### config.mk
export PLATFORM = sky130hd
export DESIGN_NAME = complementary_waveform_gen
export DESIGN_NICKNAME = d
export VERILOG_FILES = /design/src/logic/complementary_waveform_gen.v
export VERILOG_INCLUDE_DIRS = /design/src /design/src/pkg
export SDC_FILE = /design/constraint.sdc
export NUM_CORES = 1
export LEC_CHECK = 0
export CELL_PAD_IN_SITES_DETAIL_PLACEMENT = 0
export CELL_PAD_IN_SITES_GLOBAL_PLACEMENT = 1
export CORE_MARGIN = 3
export CORE_UTILIZATION = 50
export CTS_CLUSTER_DIAMETER = 150
export DETAILED_ROUTE_END_ITERATION = 8
export DONT_BUFFER_PORTS = 1
export PLACE_DENSITY = 0.78
export SETUP_SLACK_MARGIN = 0.15
export SLEW_MARGIN = 10
export SYNTH_ARGS = -nofsm -noshare
export SYNTH_HDL_FRONTEND = slang
export SYNTH_SLANG_ARGS = --single-unit
### constraint.sdc
create_clock -name hclk -period 8.6 [get_ports hclk]
set_input_delay 1.29 -clock hclk [delete_from_list [all_inputs] [get_ports hclk]]
set_output_delay 1.29 -clock hclk [all_outputs]
set_load 0.005 [all_outputs]
### src/pkg/cwg_consts.vh
// Constants for the complementary waveform generator: register offsets,
// field positions, mode codes and reset values.
// Assumes inclusion by bare name from the design file.
`ifndef CWG_CONSTS_VH
`define CWG_CONSTS_VH

`define OFS_CONTROL_0 12'h000
`define OFS_CONTROL_1 12'h004
`define OFS_CLOCK_CONTROL 12'h008
`define OFS_INPUT_SELECT 12'h00C
`define OFS_RISE_DEADBAND 12'h010
`define OFS_FALL_DEADBAND 12'h014
`define OFS_STEER_CONTROL 12'h018
`define OFS_SHUTDOWN_0 12'h01C
`define OFS_SHUTDOWN_1 12'h020

`define CON0_EN_BIT 7
`define CON0_LD_BIT 6
`define CON0_MODE_HI 2
`define CON0_MODE_LO 0
`define CON1_OUT_BIT 5

`define AS0_SHUTDOWN_BIT 7
`define AS0_RESTART_BIT 6
`define AS0_OVR_BD_HI 5
`define AS0_OVR_BD_LO 4
`define AS0_OVR_AC_HI 3
`define AS0_OVR_AC_LO 2

`define MODE_STEER_ASYNC 3'h0
`define MODE_STEER_SYNC 3'h1
`define MODE_FULL_FWD 3'h2
`define MODE_FULL_REV 3'h3
`define MODE_HALF 3'h4
`define MODE_PUSH_PULL 3'h5

`define OVR_INACTIVE 2'h0
`define OVR_TRISTATE 2'h1
`define OVR_LOW 2'h2
`define OVR_HIGH 2'h3

`define INT_OSC_HZ 16000000
`define INPUT_SOURCE_COUNT 14

`define RESET_CONTROL_0 8'h00
`define RESET_CONTROL_1 8'h00
`define RESET_WORD 32'h00000000

`endif

### src/logic/complementary_waveform_gen.v
// Complementary waveform generator with an AHB-Lite register slave.
// Assumes all source inputs and shutdown inputs are synchronous to hclk,
// and that the fast oscillator arrives as an enable tick in hclk domain.
//
// Contract
// - Six modes chosen by control mode field
// - Half-bridge: A true, B inverted, dead-band
// - Half-bridge C, D mirror with own polarity
// - Push-pull alternates input pulses between A, B
// - Push-pull sequencer resets on disable or shutdown
// - Sequencer advances per pulse; first to A
// - Push-pull C copies A, D copies B
// - Forward full-bridge: A active, D modulated
// - Reverse full-bridge: C active, B modulated
// - Full-bridge dead-band only on direction change
// - Direction toggles via mode bit zero live
// - Steering routes input to any outputs
// - Synchronous steering applies on rising input
// - Asynchronous steering applies next cycle
// - Clock-select bit picks system or oscillator
// - Input select picks one of fourteen sources
// - Separate six-bit rise and fall dead-band timers
// - Auto-shutdown with sources, restart, override levels
// - Dead-band counts from zero to register value
// - Enabled dead-band loads on falling input after load
// - Unsteered outputs hold level; steered follow input
// - Polarity sets active level, not overrides
//
// The placing of the registers and the AHB-Lite interface to the registers were left to the implementer.
`timescale 1ns/10ps
`include "cwg_consts.vh"

module complementary_waveform_gen #(
	parameter DB_WIDTH = 6
) (
	input wire hclk,
	input wire hresetn,
	input wire hsel,
	input wire [31:0] haddr,
	input wire [1:0] htrans,
	input wire hwrite,
	input wire [2:0] hsize,
	input wire [31:0] hwdata,
	input wire hready,
	output wire [31:0] hrdata,
	output wire hreadyout,
	output wire hresp,
	input wire internal_fast_osc,
	input wire gen_input_pin,
	input wire [1:0] ccp_out,
	input wire [3:0] pwm_out,
	input wire num_osc_output,
	input wire comparator1_synced,
	input wire comparator2_synced,
	input wire [3:0] logic_cell_out,
	input wire timer2_postscaled,
	output reg out_a,
	output reg out_b,
	output reg out_c,
	output reg out_d,
	output reg [3:0] out_oe_n
);

	// ==========================================================
	// Register slave.
	reg [7:0] gen_control_0;
	reg [7:0] gen_control_1;
	reg gen_clock_control;
	reg [3:0] input_select_reg;
	reg [DB_WIDTH-1:0] rise_deadband_reg;
	reg [DB_WIDTH-1:0] fall_deadband_reg;
	reg [7:0] steer_control;
	reg [7:0] shutdown_0;
	reg [3:0] shutdown_1;
	reg wr_pend;
	reg [11:0] wr_addr;
	reg [31:0] rd_data;
	wire addr_phase;
	wire [2:0] mode;
	wire enable;
	wire [3:0] out_polarity_bits;
	wire [3:0] steer_bits;
	wire shut_event;
	reg shutdown_state;
	reg in_sel;
	wire cur_out;
	reg in_prev;
	wire in_rise;
	wire in_fall;

	assign addr_phase = hsel & hready & htrans[1];
	assign hreadyout = 1'b1;
	assign hresp = 1'b0;
	assign hrdata = rd_data;
	assign mode = gen_control_0[`CON0_MODE_HI:`CON0_MODE_LO];
	assign enable = gen_control_0[`CON0_EN_BIT];
	assign out_polarity_bits = gen_control_1[3:0];
	assign steer_bits = steer_control[3:0];

	always @(posedge hclk or negedge hresetn) begin
		if (!hresetn) begin
			wr_pend <= 1'b0;
			wr_addr <= 12'h000;
			rd_data <= `RESET_WORD;
		end else begin
			wr_pend <= addr_phase & hwrite;
			wr_addr <= haddr[11:0];
			rd_data <= `RESET_WORD;
			if (addr_phase & !hwrite) begin
				case (haddr[11:0])
					`OFS_CONTROL_0: rd_data <= {24'h000000, gen_control_0};
					`OFS_CONTROL_1: rd_data <= {24'h000000, 2'h0,
						cur_out, 1'b0, gen_control_1[3:0]};
					`OFS_CLOCK_CONTROL: rd_data <= {31'h00000000, gen_clock_control};
					`OFS_INPUT_SELECT: rd_data <= {28'h0000000, input_select_reg};
					`OFS_RISE_DEADBAND: rd_data <= {26'h0000000, rise_deadband_reg};
					`OFS_FALL_DEADBAND: rd_data <= {26'h0000000, fall_deadband_reg};
					`OFS_STEER_CONTROL: rd_data <= {24'h000000, steer_control};
					`OFS_SHUTDOWN_0: rd_data <= {24'h000000, shutdown_state,
						shutdown_0[6:0]};
					`OFS_SHUTDOWN_1: rd_data <= {28'h0000000, shutdown_1};
					default: rd_data <= `RESET_WORD;
				endcase
			end
		end
	end

	// ==========================================================
	// Input source selection.
	always @* begin
		case (input_select_reg)
			4'h0: in_sel = gen_input_pin;
			4'h1: in_sel = ccp_out[0];
			4'h2: in_sel = ccp_out[1];
			4'h3: in_sel = pwm_out[0];
			4'h4: in_sel = pwm_out[1];
			4'h5: in_sel = pwm_out[2];
			4'h6: in_sel = pwm_out[3];
			4'h7: in_sel = num_osc_output;
			4'h8: in_sel = comparator1_synced;
			4'h9: in_sel = comparator2_synced;
			4'hA: in_sel = logic_cell_out[0];
			4'hB: in_sel = logic_cell_out[1];
			4'hC: in_sel = logic_cell_out[2];
			4'hD: in_sel = logic_cell_out[3];
			default: in_sel = 1'b0;
		endcase
	end

	always @(posedge hclk or negedge hresetn) begin
		if (!hresetn) begin
			in_prev <= 1'b0;
		end else begin
			in_prev <= in_sel;
		end
	end
	assign in_rise = in_sel & ~in_prev;
	assign in_fall = ~in_sel & in_prev;

	// ==========================================================
	// Generator clock tick: system clock or oscillator tick.
	wire gen_tick;
	assign gen_tick = gen_clock_control ? internal_fast_osc : 1'b1;

	// ==========================================================
	// Writable registers, dead-band buffers and shutdown state.
	reg [DB_WIDTH-1:0] rise_active;
	reg [DB_WIDTH-1:0] fall_active;
	reg load_armed;
	wire soft_shut_set;
	wire [3:0] shut_inputs_low;

	assign soft_shut_set = wr_pend && wr_addr == `OFS_SHUTDOWN_0 &&
		hwdata[`AS0_SHUTDOWN_BIT];
	// The four shutdown input sources are active low; the mask picks which count.
	assign shut_inputs_low = shutdown_1 & ~{timer2_postscaled, gen_input_pin,
		comparator2_synced, comparator1_synced};
	assign shut_event = |shut_inputs_low | shutdown_0[`AS0_SHUTDOWN_BIT] | soft_shut_set;

	always @(posedge hclk or negedge hresetn) begin
		if (!hresetn) begin
			gen_control_0 <= `RESET_CONTROL_0;
			gen_control_1 <= `RESET_CONTROL_1;
			gen_clock_control <= 1'b0;
			input_select_reg <= 4'h0;
			rise_deadband_reg <= {DB_WIDTH{1'b0}};
			fall_deadband_reg <= {DB_WIDTH{1'b0}};
			rise_active <= {DB_WIDTH{1'b0}};
			fall_active <= {DB_WIDTH{1'b0}};
			steer_control <= 8'h00;
			shutdown_0 <= 8'h00;
			shutdown_1 <= 4'h0;
			load_armed <= 1'b0;
			shutdown_state <= 1'b0;
		end else begin
			if (wr_pend) begin
				case (wr_addr)
					`OFS_CONTROL_0: gen_control_0 <= hwdata[7:0];
					`OFS_CONTROL_1: gen_control_1 <= {4'h0, hwdata[3:0]};
					`OFS_CLOCK_CONTROL: gen_clock_control <= hwdata[0];
					`OFS_INPUT_SELECT: input_select_reg <= hwdata[3:0];
					`OFS_RISE_DEADBAND: rise_deadband_reg <= hwdata[DB_WIDTH-1:0];
					`OFS_FALL_DEADBAND: fall_deadband_reg <= hwdata[DB_WIDTH-1:0];
					`OFS_STEER_CONTROL: steer_control <= hwdata[7:0];
					`OFS_SHUTDOWN_0: shutdown_0 <= hwdata[7:0];
					`OFS_SHUTDOWN_1: shutdown_1 <= hwdata[3:0];
					default: ;
				endcase
			end
			// While disabled the buffers pass straight through.
			if (!enable) begin
				rise_active <= rise_deadband_reg;
				fall_active <= fall_deadband_reg;
				load_armed <= 1'b0;
			end else begin
				if (gen_control_0[`CON0_LD_BIT])
					load_armed <= 1'b1;
				if (load_armed && in_fall) begin
					rise_active <= rise_deadband_reg;
					fall_active <= fall_deadband_reg;
					load_armed <= 1'b0;
					gen_control_0[`CON0_LD_BIT] <= 1'b0;
				end
			end
			// Auto-restart leaves shutdown on the first rising input once
			// every source is quiet; without it the state clears once every source is quiet.
			if (shut_event) begin
				shutdown_state <= 1'b1;
			end else if (shutdown_state && shutdown_0[`AS0_RESTART_BIT] && in_rise) begin
				shutdown_state <= 1'b0;
			end else if (!shutdown_0[`AS0_RESTART_BIT]) begin
				shutdown_state <= 1'b0;
			end
			if (shutdown_state && shutdown_0[`AS0_RESTART_BIT] && in_rise &&
				!(|shut_inputs_low) && !soft_shut_set)
				shutdown_0[`AS0_SHUTDOWN_BIT] <= 1'b0;
		end
	end

	// ==========================================================
	// Dead-band timers, push-pull sequencer and steering latch.
	reg [DB_WIDTH-1:0] rise_count;
	reg [DB_WIDTH-1:0] fall_count;
	reg rise_busy;
	reg fall_busy;
	reg pp_toggle;
	reg pp_pulse_a;
	reg [3:0] steer_live;
	reg dir_rev;
	reg dir_busy;
	reg [DB_WIDTH-1:0] dir_count;
	wire full_mode;
	wire rise_done;
	wire fall_done;
	wire dir_done;

	assign full_mode = mode == `MODE_FULL_FWD || mode == `MODE_FULL_REV;
	assign rise_done = rise_count >= rise_active;
	assign fall_done = fall_count >= fall_active;
	assign dir_done = dir_count >= (dir_rev ? rise_active : fall_active);

	always @(posedge hclk or negedge hresetn) begin
		if (!hresetn) begin
			rise_count <= {DB_WIDTH{1'b0}};
			fall_count <= {DB_WIDTH{1'b0}};
			rise_busy <= 1'b0;
			fall_busy <= 1'b0;
			pp_toggle <= 1'b0;
			pp_pulse_a <= 1'b1;
			steer_live <= 4'h0;
			dir_rev <= 1'b0;
			dir_busy <= 1'b0;
			dir_count <= {DB_WIDTH{1'b0}};
		end else begin
			// Timers restart on each edge so a short pulse yields nothing.
			if (in_rise) begin
				rise_busy <= 1'b1;
				rise_count <= {DB_WIDTH{1'b0}};
			end else if (rise_busy && gen_tick && !rise_done) begin
				rise_count <= rise_count + 1'b1;
			end
			if (in_fall) begin
				fall_busy <= 1'b1;
				fall_count <= {DB_WIDTH{1'b0}};
			end else if (fall_busy && gen_tick && !fall_done) begin
				fall_count <= fall_count + 1'b1;
			end
			if (!enable || shutdown_state) begin
				pp_toggle <= 1'b0;
				pp_pulse_a <= 1'b1;
			end else if (in_rise) begin
				pp_pulse_a <= ~pp_toggle;
				pp_toggle <= ~pp_toggle;
			end
			// A direction change takes effect at the next rising input.
			if (full_mode && in_rise && dir_rev != mode[0]) begin
				dir_rev <= mode[0];
				dir_busy <= 1'b1;
				dir_count <= {DB_WIDTH{1'b0}};
			end else if (dir_busy && gen_tick) begin
				if (dir_done)
					dir_busy <= 1'b0;
				else
					dir_count <= dir_count + 1'b1;
			end
			if (mode == `MODE_STEER_ASYNC || (mode == `MODE_STEER_SYNC && in_rise))
				steer_live <= steer_bits;
		end
	end

	// ==========================================================
	// Output formation, polarity and override.
	reg [3:0] raw_active;
	wire [3:0] next_pins;
	wire [3:0] next_oe_n;
	reg [3:0] shut_mask;
	wire shut_now;
	wire [1:0] ovr_ac;
	wire [1:0] ovr_bd;
	wire half_a;
	wire half_b;

	assign ovr_ac = shutdown_0[`AS0_OVR_AC_HI:`AS0_OVR_AC_LO];
	assign ovr_bd = shutdown_0[`AS0_OVR_BD_HI:`AS0_OVR_BD_LO];
	// The edge cycle still sees the count of the previous edge, so it is masked.
	assign half_a = in_sel & ~in_rise & rise_busy & rise_done;
	assign half_b = ~in_sel & ~in_fall & fall_busy & fall_done;
	// Without auto-restart the shutdown is a level that ends with its causes.
	assign shut_now = shut_event | (shutdown_state & shutdown_0[`AS0_RESTART_BIT]);

	always @* begin
		raw_active = 4'h0;
		shut_mask = 4'hF;
		case (mode)
			`MODE_HALF: raw_active = {half_b, half_a, half_b, half_a};
			`MODE_PUSH_PULL: begin
				raw_active[0] = in_sel & (in_rise ? ~pp_toggle : pp_pulse_a);
				raw_active[1] = in_sel & ~(in_rise ? ~pp_toggle : pp_pulse_a);
				raw_active[2] = raw_active[0];
				raw_active[3] = raw_active[1];
			end
			`MODE_FULL_FWD, `MODE_FULL_REV: begin
				raw_active[0] = ~dir_rev;
				raw_active[2] = dir_rev;
				raw_active[3] = ~dir_rev & in_sel & ~dir_busy;
				raw_active[1] = dir_rev & in_sel & ~dir_busy;
			end
			`MODE_STEER_ASYNC, `MODE_STEER_SYNC: begin
				shut_mask = (mode == `MODE_STEER_ASYNC || in_rise) ? steer_bits : steer_live;
				raw_active = shut_mask & {4{in_sel}};
			end
			default: raw_active = 4'h0;
		endcase
	end

	genvar gi;
	generate
		for (gi = 0; gi < 4; gi = gi + 1) begin : g_pin
			wire [1:0] ovr;
			reg pin_v;
			reg oe_n_v;
			assign ovr = (gi % 2 == 1) ? ovr_bd : ovr_ac;
			assign next_pins[gi] = pin_v;
			assign next_oe_n[gi] = oe_n_v;
			always @* begin
				// Unsteered pins hold their level in the inactive state.
				oe_n_v = ~enable;
				pin_v = out_polarity_bits[gi] ? raw_active[gi] : ~raw_active[gi];
				if (enable && shut_now && shut_mask[gi]) begin
					case (ovr)
						`OVR_INACTIVE: pin_v = ~out_polarity_bits[gi];
						`OVR_TRISTATE: oe_n_v = 1'b1;
						`OVR_LOW: pin_v = 1'b0;
						`OVR_HIGH: pin_v = 1'b1;
						default: pin_v = 1'b0;
					endcase
				end
			end
		end
	endgenerate

	assign cur_out = out_a;

	always @(posedge hclk or negedge hresetn) begin
		if (!hresetn) begin
			out_a <= 1'b0;
			out_b <= 1'b0;
			out_c <= 1'b0;
			out_d <= 1'b0;
			out_oe_n <= 4'hF;
		end else begin
			out_a <= next_pins[0];
			out_b <= next_pins[1];
			out_c <= next_pins[2];
			out_d <= next_pins[3];
			out_oe_n <= next_oe_n;
		end
	end

endmodule // complementary_waveform_gen

==> flow_summary.yaml, run 1 <==
route:
  drc: 0
  dr.pass1.iters: 5
  vias: 4451
  drt_iter0_drc: 328
  routed_wl_um: 15000
  avgRoutedWirePerCell_um: 19.6
  ant_nets: 0
  avgViaCountPerCell: 5.82
clock_tree:
  cts_buffer_depth: 2
  cts_tree: "built"
  numCtsBuffers: 17
  path_clk_slew_ns: 0.05
  postCtsResizedCells: 0
  hold_buffers: 0
  postCtsSetupBuffers: 0
  clkLatencyLatePin_ns: 0.42
  clock_sinks: 121
  ctsHtreeMaxLevel: 4
  cts_root_buf: "clkbuf_16"
outcome:
  status: "complete, no violations"
place:
  port-buffer-count: 0
  place_area_mm2: 0.00644
  place.gp.congestion: 0.842
  dp_hpwl_um: 10900
synthesis:
  synth_area_leaders: "dfrtp_1 (45%), mux2_2 (9.6%), mux2i_1 (4.2%)"
  netlist_area_mm2: 0.00643
  yosysUniqueCellTypes: 67
  async_reset_ff_share_pct: 100
  ys_seq_area_share_pct: 47.2
  synth-seq-cells: 121
  yosysTopAreaCellShare_pct: 45.1
  synth_most_common_cell: "dfrtp_1"
  synth_edf_count: 0
  synth_ff_type: "dfrtp_1"
  netlist_instances: 585
  ys_warn_count: 0
  yosys.area.top_type: "dfrtp_1"
  synth_common_cells: "dfrtp_1 (116), mux2_2 (55), nor2_1 (45)"
  synth.avg_cell_area_um2: 11.0
cells_and_area:
  areaGrowthSynthToFinish_pct: 9.59
  largest_register_ffs: 12
  largest_register: "wr_addr"
  final_core_util_pct: 57.2
  fin_nets: 696
  diodes: 0
  finish.instance_area_mm2: 0.00705
  drive_gt1_share_pct: 18.6
floorplanning:
  initial_core_util_pct: 52.2
  fp-row-count: 40
  die_x_um: 119
  core_mm2: 0.0123
  pin_count: 132
  die-area_mm2: 0.0143
  die_height_um: 119
worst_setup_path:
  reg2reg_from: "dir_rev"
  critPathRequiredTime_ns: 8.88
  cp-end-kind: "register"
  crit_type: "register to register"
  arrival_ns: 3.44
  path_max_fanout: 10
  startpoint_type: "register"
  startpoint: "dir_rev"
global_route:
  grt_pass1_vias: 4400
  grt_overflow: 0
  grt_max_degree: 122
  grt_pass1_wl_um: 24000
  grt_antenna_before_repair: 0
  grt_use_total_pct: 22.0
hold_path:
  hp-start: "pp_toggle"
  hp-class: "register to register"
power_and_ir_drop:
  p_per_area_mw_per_mm2: 214
  leakage_nw: 3.16
  finalPower_w: 0.00151
  ir_drop_mv: 0.158
timing:
  finalCritPeriodShare_pct: 36.8
  hold_violations: 0
  finalSetupViolations: 0
  rsz0062_at_grt: "false"
  max_freq_ghz: 0.316
  clock_skew_ns: 0.00668
  max_slew_margin_pct: 31.9
  min_period_ns: 3.17
  slew_violations: 0
  whs_ns: 0.491
  tightest_slew_ns: 1.01
  setup_tns_ns: 0
job:
  drv_cap: 0
-- power breakdown --
group / internal [W] / total (W) / switching (W)
sequential: 0.000605 / 0.000648 / 0.0000430
combinational: 0.0000684 / 0.000132 / 0.0000635
clock: 0.000482 / 0.000726 / 0.000243
total: 0.00116 / 0.00151 / 0.000350
-- final cells by class --
type	instances	area [um^2]
Clock buffer	23	488
Clock inverter	8	118
Tap cell	168	210
Timing Repair Buffer	1	7.51
Fill cell	1049	5260
Inverter	24	90.1
Multi-Input combinational cell	420	3100
Sequential cell	121	3030
-- path summary, 6_finish.rpt --
| kind | endpoint | slack (ns) | cells past startpoint |
|---|---|---|---|
| max | dir_count[1] | 5.43 | 10 |
| min | pp_pulse_a | 0.49 | 1 |
| max reg2reg | dir_count[1] | 5.43 | 10 |
| min reg2reg | pp_pulse_a | 0.49 | 1 |
| max in group asynchronous | wr_addr[11] | 7.79 | 0 |
| min in group asynchronous | dir_count[0] | 0.57 | 0 |
-- routing by layer --
metal  track usage (%)  up-vias  share of wire [%]
met5                 0        -                  0
met4              6.01        0                1.0
met3              6.36       21                6.8
met2              34.2      166                 47
met1              30.2     2208                 45
li1                  -     2056                  -
-- metrics by stage --
step,setup WS (ns),cells
after floorplan,5.26,609
after global placement,5.07,734
after detailed placement,5.01,734
after CTS,5.44,765
after global routing,5.28,765
final,5.43,765
-- layout by cell type (no fill, tap or decap), types with 4 or more instances in the layout --
master	count
a211oi_1	7
a21o_1	9
a21oi_1	15
a222oi_1	5
a22oi_1	4
a31oi_1	6
and2_1	5
and3_1	5
clkbuf_16	17
clkbuf_8	4
clkinv_2	4
conb_1	26
dfrtp_1	116
dfstp_2	5
ha_1	21
inv_1	24
mux2_2	55
mux2_4	9
mux2i_1	27
nand2_1	34
nand2b_1	13
nand3_1	9
nand4_1	5
nor2_1	45
nor2b_1	4
nor3_1	17
nor4_1	5
o21ai_0	23
o22ai_1	4
or3_1	10
xnor2_1	7
xor2_1	7
-- kinds of logic after synthesis --
kind of cell,Yosys count,share of synthesized area [%]
XOR/XNOR,14,1.91
adder cells (fa/ha/maj),21,4.09
buffers and inverters,68,6.11
multiplexers,92,16.3
flip-flops,121,47.2
AND/OR/NAND/NOR,172,13.9
AO/OA/AOI/OAI,95,10.4
other,2,0.117
-- worst max-delay path: stages (launching register included) --
cell,delay (ns)
dfrtp_1,0.64
mux2_2,0.40
ha_1,0.26
nand2b_1,0.14
a21o_1,0.17
a21o_1,0.17
a21o_1,0.17
a21o_1,0.21
a21boi_0,0.52
mux2i_1,0.28
nor2_1,0.05
(Power assumes the default switching activity.)
==> run 2, diff against run 1 <==
--- a/config.mk
+++ b/config.mk
@@ -9,11 +9,11 @@
 export CELL_PAD_IN_SITES_DETAIL_PLACEMENT = 0
 export CELL_PAD_IN_SITES_GLOBAL_PLACEMENT = 1
 export CORE_MARGIN = 3
-export CORE_UTILIZATION = 50
+export CORE_UTILIZATION = 45
 export CTS_CLUSTER_DIAMETER = 150
 export DETAILED_ROUTE_END_ITERATION = 8
 export DONT_BUFFER_PORTS = 1
-export PLACE_DENSITY = 0.78
+export PLACE_DENSITY = 0.74
 export SETUP_SLACK_MARGIN = 0.15
 export SLEW_MARGIN = 10
 export SYNTH_ARGS = -nofsm -noshare
==> constraint.sdc (replaced) <==
create_clock -name hclk -period 2.85 [get_ports hclk]
set_input_delay 0.4275 -clock hclk [delete_from_list [all_inputs] [get_ports hclk]]
set_output_delay 0.4275 -clock hclk [all_outputs]
set_load 0.005 [all_outputs]
==> flow_summary.yaml, run 2 (same netlist as run 1, synthesis figures left out) <==
worst_setup_path:
  startpoint_type: "register"
  r2r_slack_ns: 0.25
  r2r_cells: 10
  critPathRequiredTime_ns: 3.20
  path_common_cell: "a21o_1"
  cp_slowest_stage_delay_ns: 0.42
  worst-path-stages: 10
  crit_buf_inv: 0
  crit_family: "compound AO/OA/AOI/OAI gates"
  path_max_fanout: 4
  reg2reg_from: "fall_active[0]"
  crit_type: "register to register"
  cp_cell_sequence: "mux2_2, ha_1, nand2b_1, a21o_1, a21o_1, a21o_1, a21o_1, a21bo_2, or3_1, a21oi_2"
  slowest_stage: "dfrtp_1"
  startpoint: "fall_active[0]"
  cp-end-kind: "register"
  crit_end: "dir_count[3]"
  reg2reg_to: "dir_count[3]"
  arrival_ns: 2.95
global_route:
  grt_use_total_pct: 20.0
  grt_max_degree: 122
  grt_antenna_before_repair: 0
  grt_overflow: 0
  grt_pass1_wl_um: 24500
  grt_pass1_vias: 4586
floorplanning:
  initial_core_util_pct: 46.2
  die_height_um: 126
  core_mm2: 0.0139
  fp-row-count: 43
  die_x_um: 126
  die-area_mm2: 0.0158
  pin_count: 132
timing:
  max_slew_margin_pct: 56.3
  rsz0062_at_grt: "false"
  clock_skew_ns: 0.00597
  slew_violations: 0
  finalSetupViolations: 0
  min_period_ns: 2.60
  setup_tns_ns: 0
  whs_ns: -0.297
  tightest_slew_ns: 0.650
  hold_violations: 121
  max_freq_ghz: 0.384
  finalCritPeriodShare_pct: 91.4
clock_tree:
  clock_sinks: 121
  cts_tree: "built"
  cts_buffer_depth: 2
  path_clk_slew_ns: 0.06
  ctsHtreeMaxLevel: 4
  cts_root_buf: "clkbuf_16"
  numCtsBuffers: 17
  clkLatencyLatePin_ns: 0.42
cells_and_area:
  largest_register_ffs: 12
  final_common_cell: "dfrtp_1"
  largest_register: "wr_addr"
  areaGrowthSynthToFinish_pct: 11.9
  final_cell_mix: "dfrtp_1 (115), mux2_2 (55), nor2_1 (45)"
  fin_nets: 711
  drive_gt1_share_pct: 22.0
  final_core_util_pct: 51.7
  diodes: 0
  fill_cells: 1243
outcome:
  failed_checks: "negative hold slack"
  status: "complete, but fails checks"
hold_path:
  hp-class: "input port to asynchronous set/reset pin"
route:
  drc: 0
  drt_iter0_drc: 354
  avgRoutedWirePerCell_um: 19.0
  dr.pass1.iters: 5
  routed_wl_um: 15100
  ant_nets: 0
  avgViaCountPerCell: 5.61
  vias: 4446
place:
  dp_hpwl_um: 11200
  place.gp.congestion: 0.841
  port-buffer-count: 0
power_and_ir_drop:
  p_per_area_mw_per_mm2: 628
  ir_drop_mv: 0.488
  leakage_nw: 3.22
job:
  drv_cap: 0
## run 2: cell types whose count changed in the layout (fill, tap and decap cells not counted), moves of 2 or more
| cell | before | now |
|---|---|---|
| a21oi_1 | 15 | 13 |
| a21oi_2 | 0 | 2 |
| buf_4 | 1 | 15 |
| clkbuf_1 | 2 | 0 |
| clkbuf_8 | 4 | 2 |
| clkinv_2 | 4 | 2 |
| clkinv_4 | 0 | 2 |
| clkinvlp_4 | 1 | 4 |
| inv_6 | 0 | 3 |
## run 2: repair_timing
| item | 4_1_cts | 5_1_grt |
|---|---|---|
| hold endpoints to repair | 121 | 121 |
| setup buffers | 0 | 3 |
| resized for setup | 0 | 7 |
| endpoints found under the setup margin | 0 | 20 |
## run 2: cell type report
cell class | count | area [um^2] | share of cell area [%]
Inverter | 24 | 90.1 | 1.25
Sequential cell | 121 | 3040 | 42.2
Tap cell | 180 | 225 | 3.13
Clock buffer | 19 | 453 | 6.29
Timing Repair Buffer | 16 | 133 | 1.84
Multi-Input combinational cell | 420 | 3120 | 43.3
Clock inverter | 13 | 144 | 2.00
## run 2: routing by layer
metal  vias to the layer above  part of all wire (%)  global-route usage (%)
met4                         0                   1.5                    6.70
met3                        18                   6.0                    5.68
met1                      2214                    46                    27.8
met5                         -                     0                       0
li1                       2086                     -                       -
met2                       128                    46                    30.4
## run 2: report_power, final
part	switching, W	total, W	internal [W]
clock	0.000810	0.00215	0.00134
sequential	0.000130	0.00196	0.00183
combinational	0.000198	0.000417	0.000219
## run 2: metrics by stage
stage          total power [W]  worst slack (ns)  cell area (um^2)  cells  hold slack (ns)
4_1_cts                0.00456             0.169              7160    790           -0.311
3_3_place_gp           0.00237             0.210              6560    758            0.137
3_5_place_dp           0.00239             0.174              6560    758            0.138
5_1_grt                0.00474             0.134              7200    793           -0.324
6_report               0.00452             0.246              7200    793           -0.297
2_1_floorplan          0.00231             0.190              6530    609            0.132
## run 2: worst min path at each step
stage	start	end	slack [ns]	cells after the start
2_1_floorplan	hresetn	dir_busy	0.13	0
3_3_place_gp	hresetn	dir_count[0]	0.14	0
3_5_place_dp	hresetn	dir_count[3]	0.14	0
4_1_cts	hresetn	rise_count[5]	-0.31	0
5_1_grt	hresetn	rise_count[5]	-0.32	0
6_report	hresetn	dir_count[0]	-0.30	0
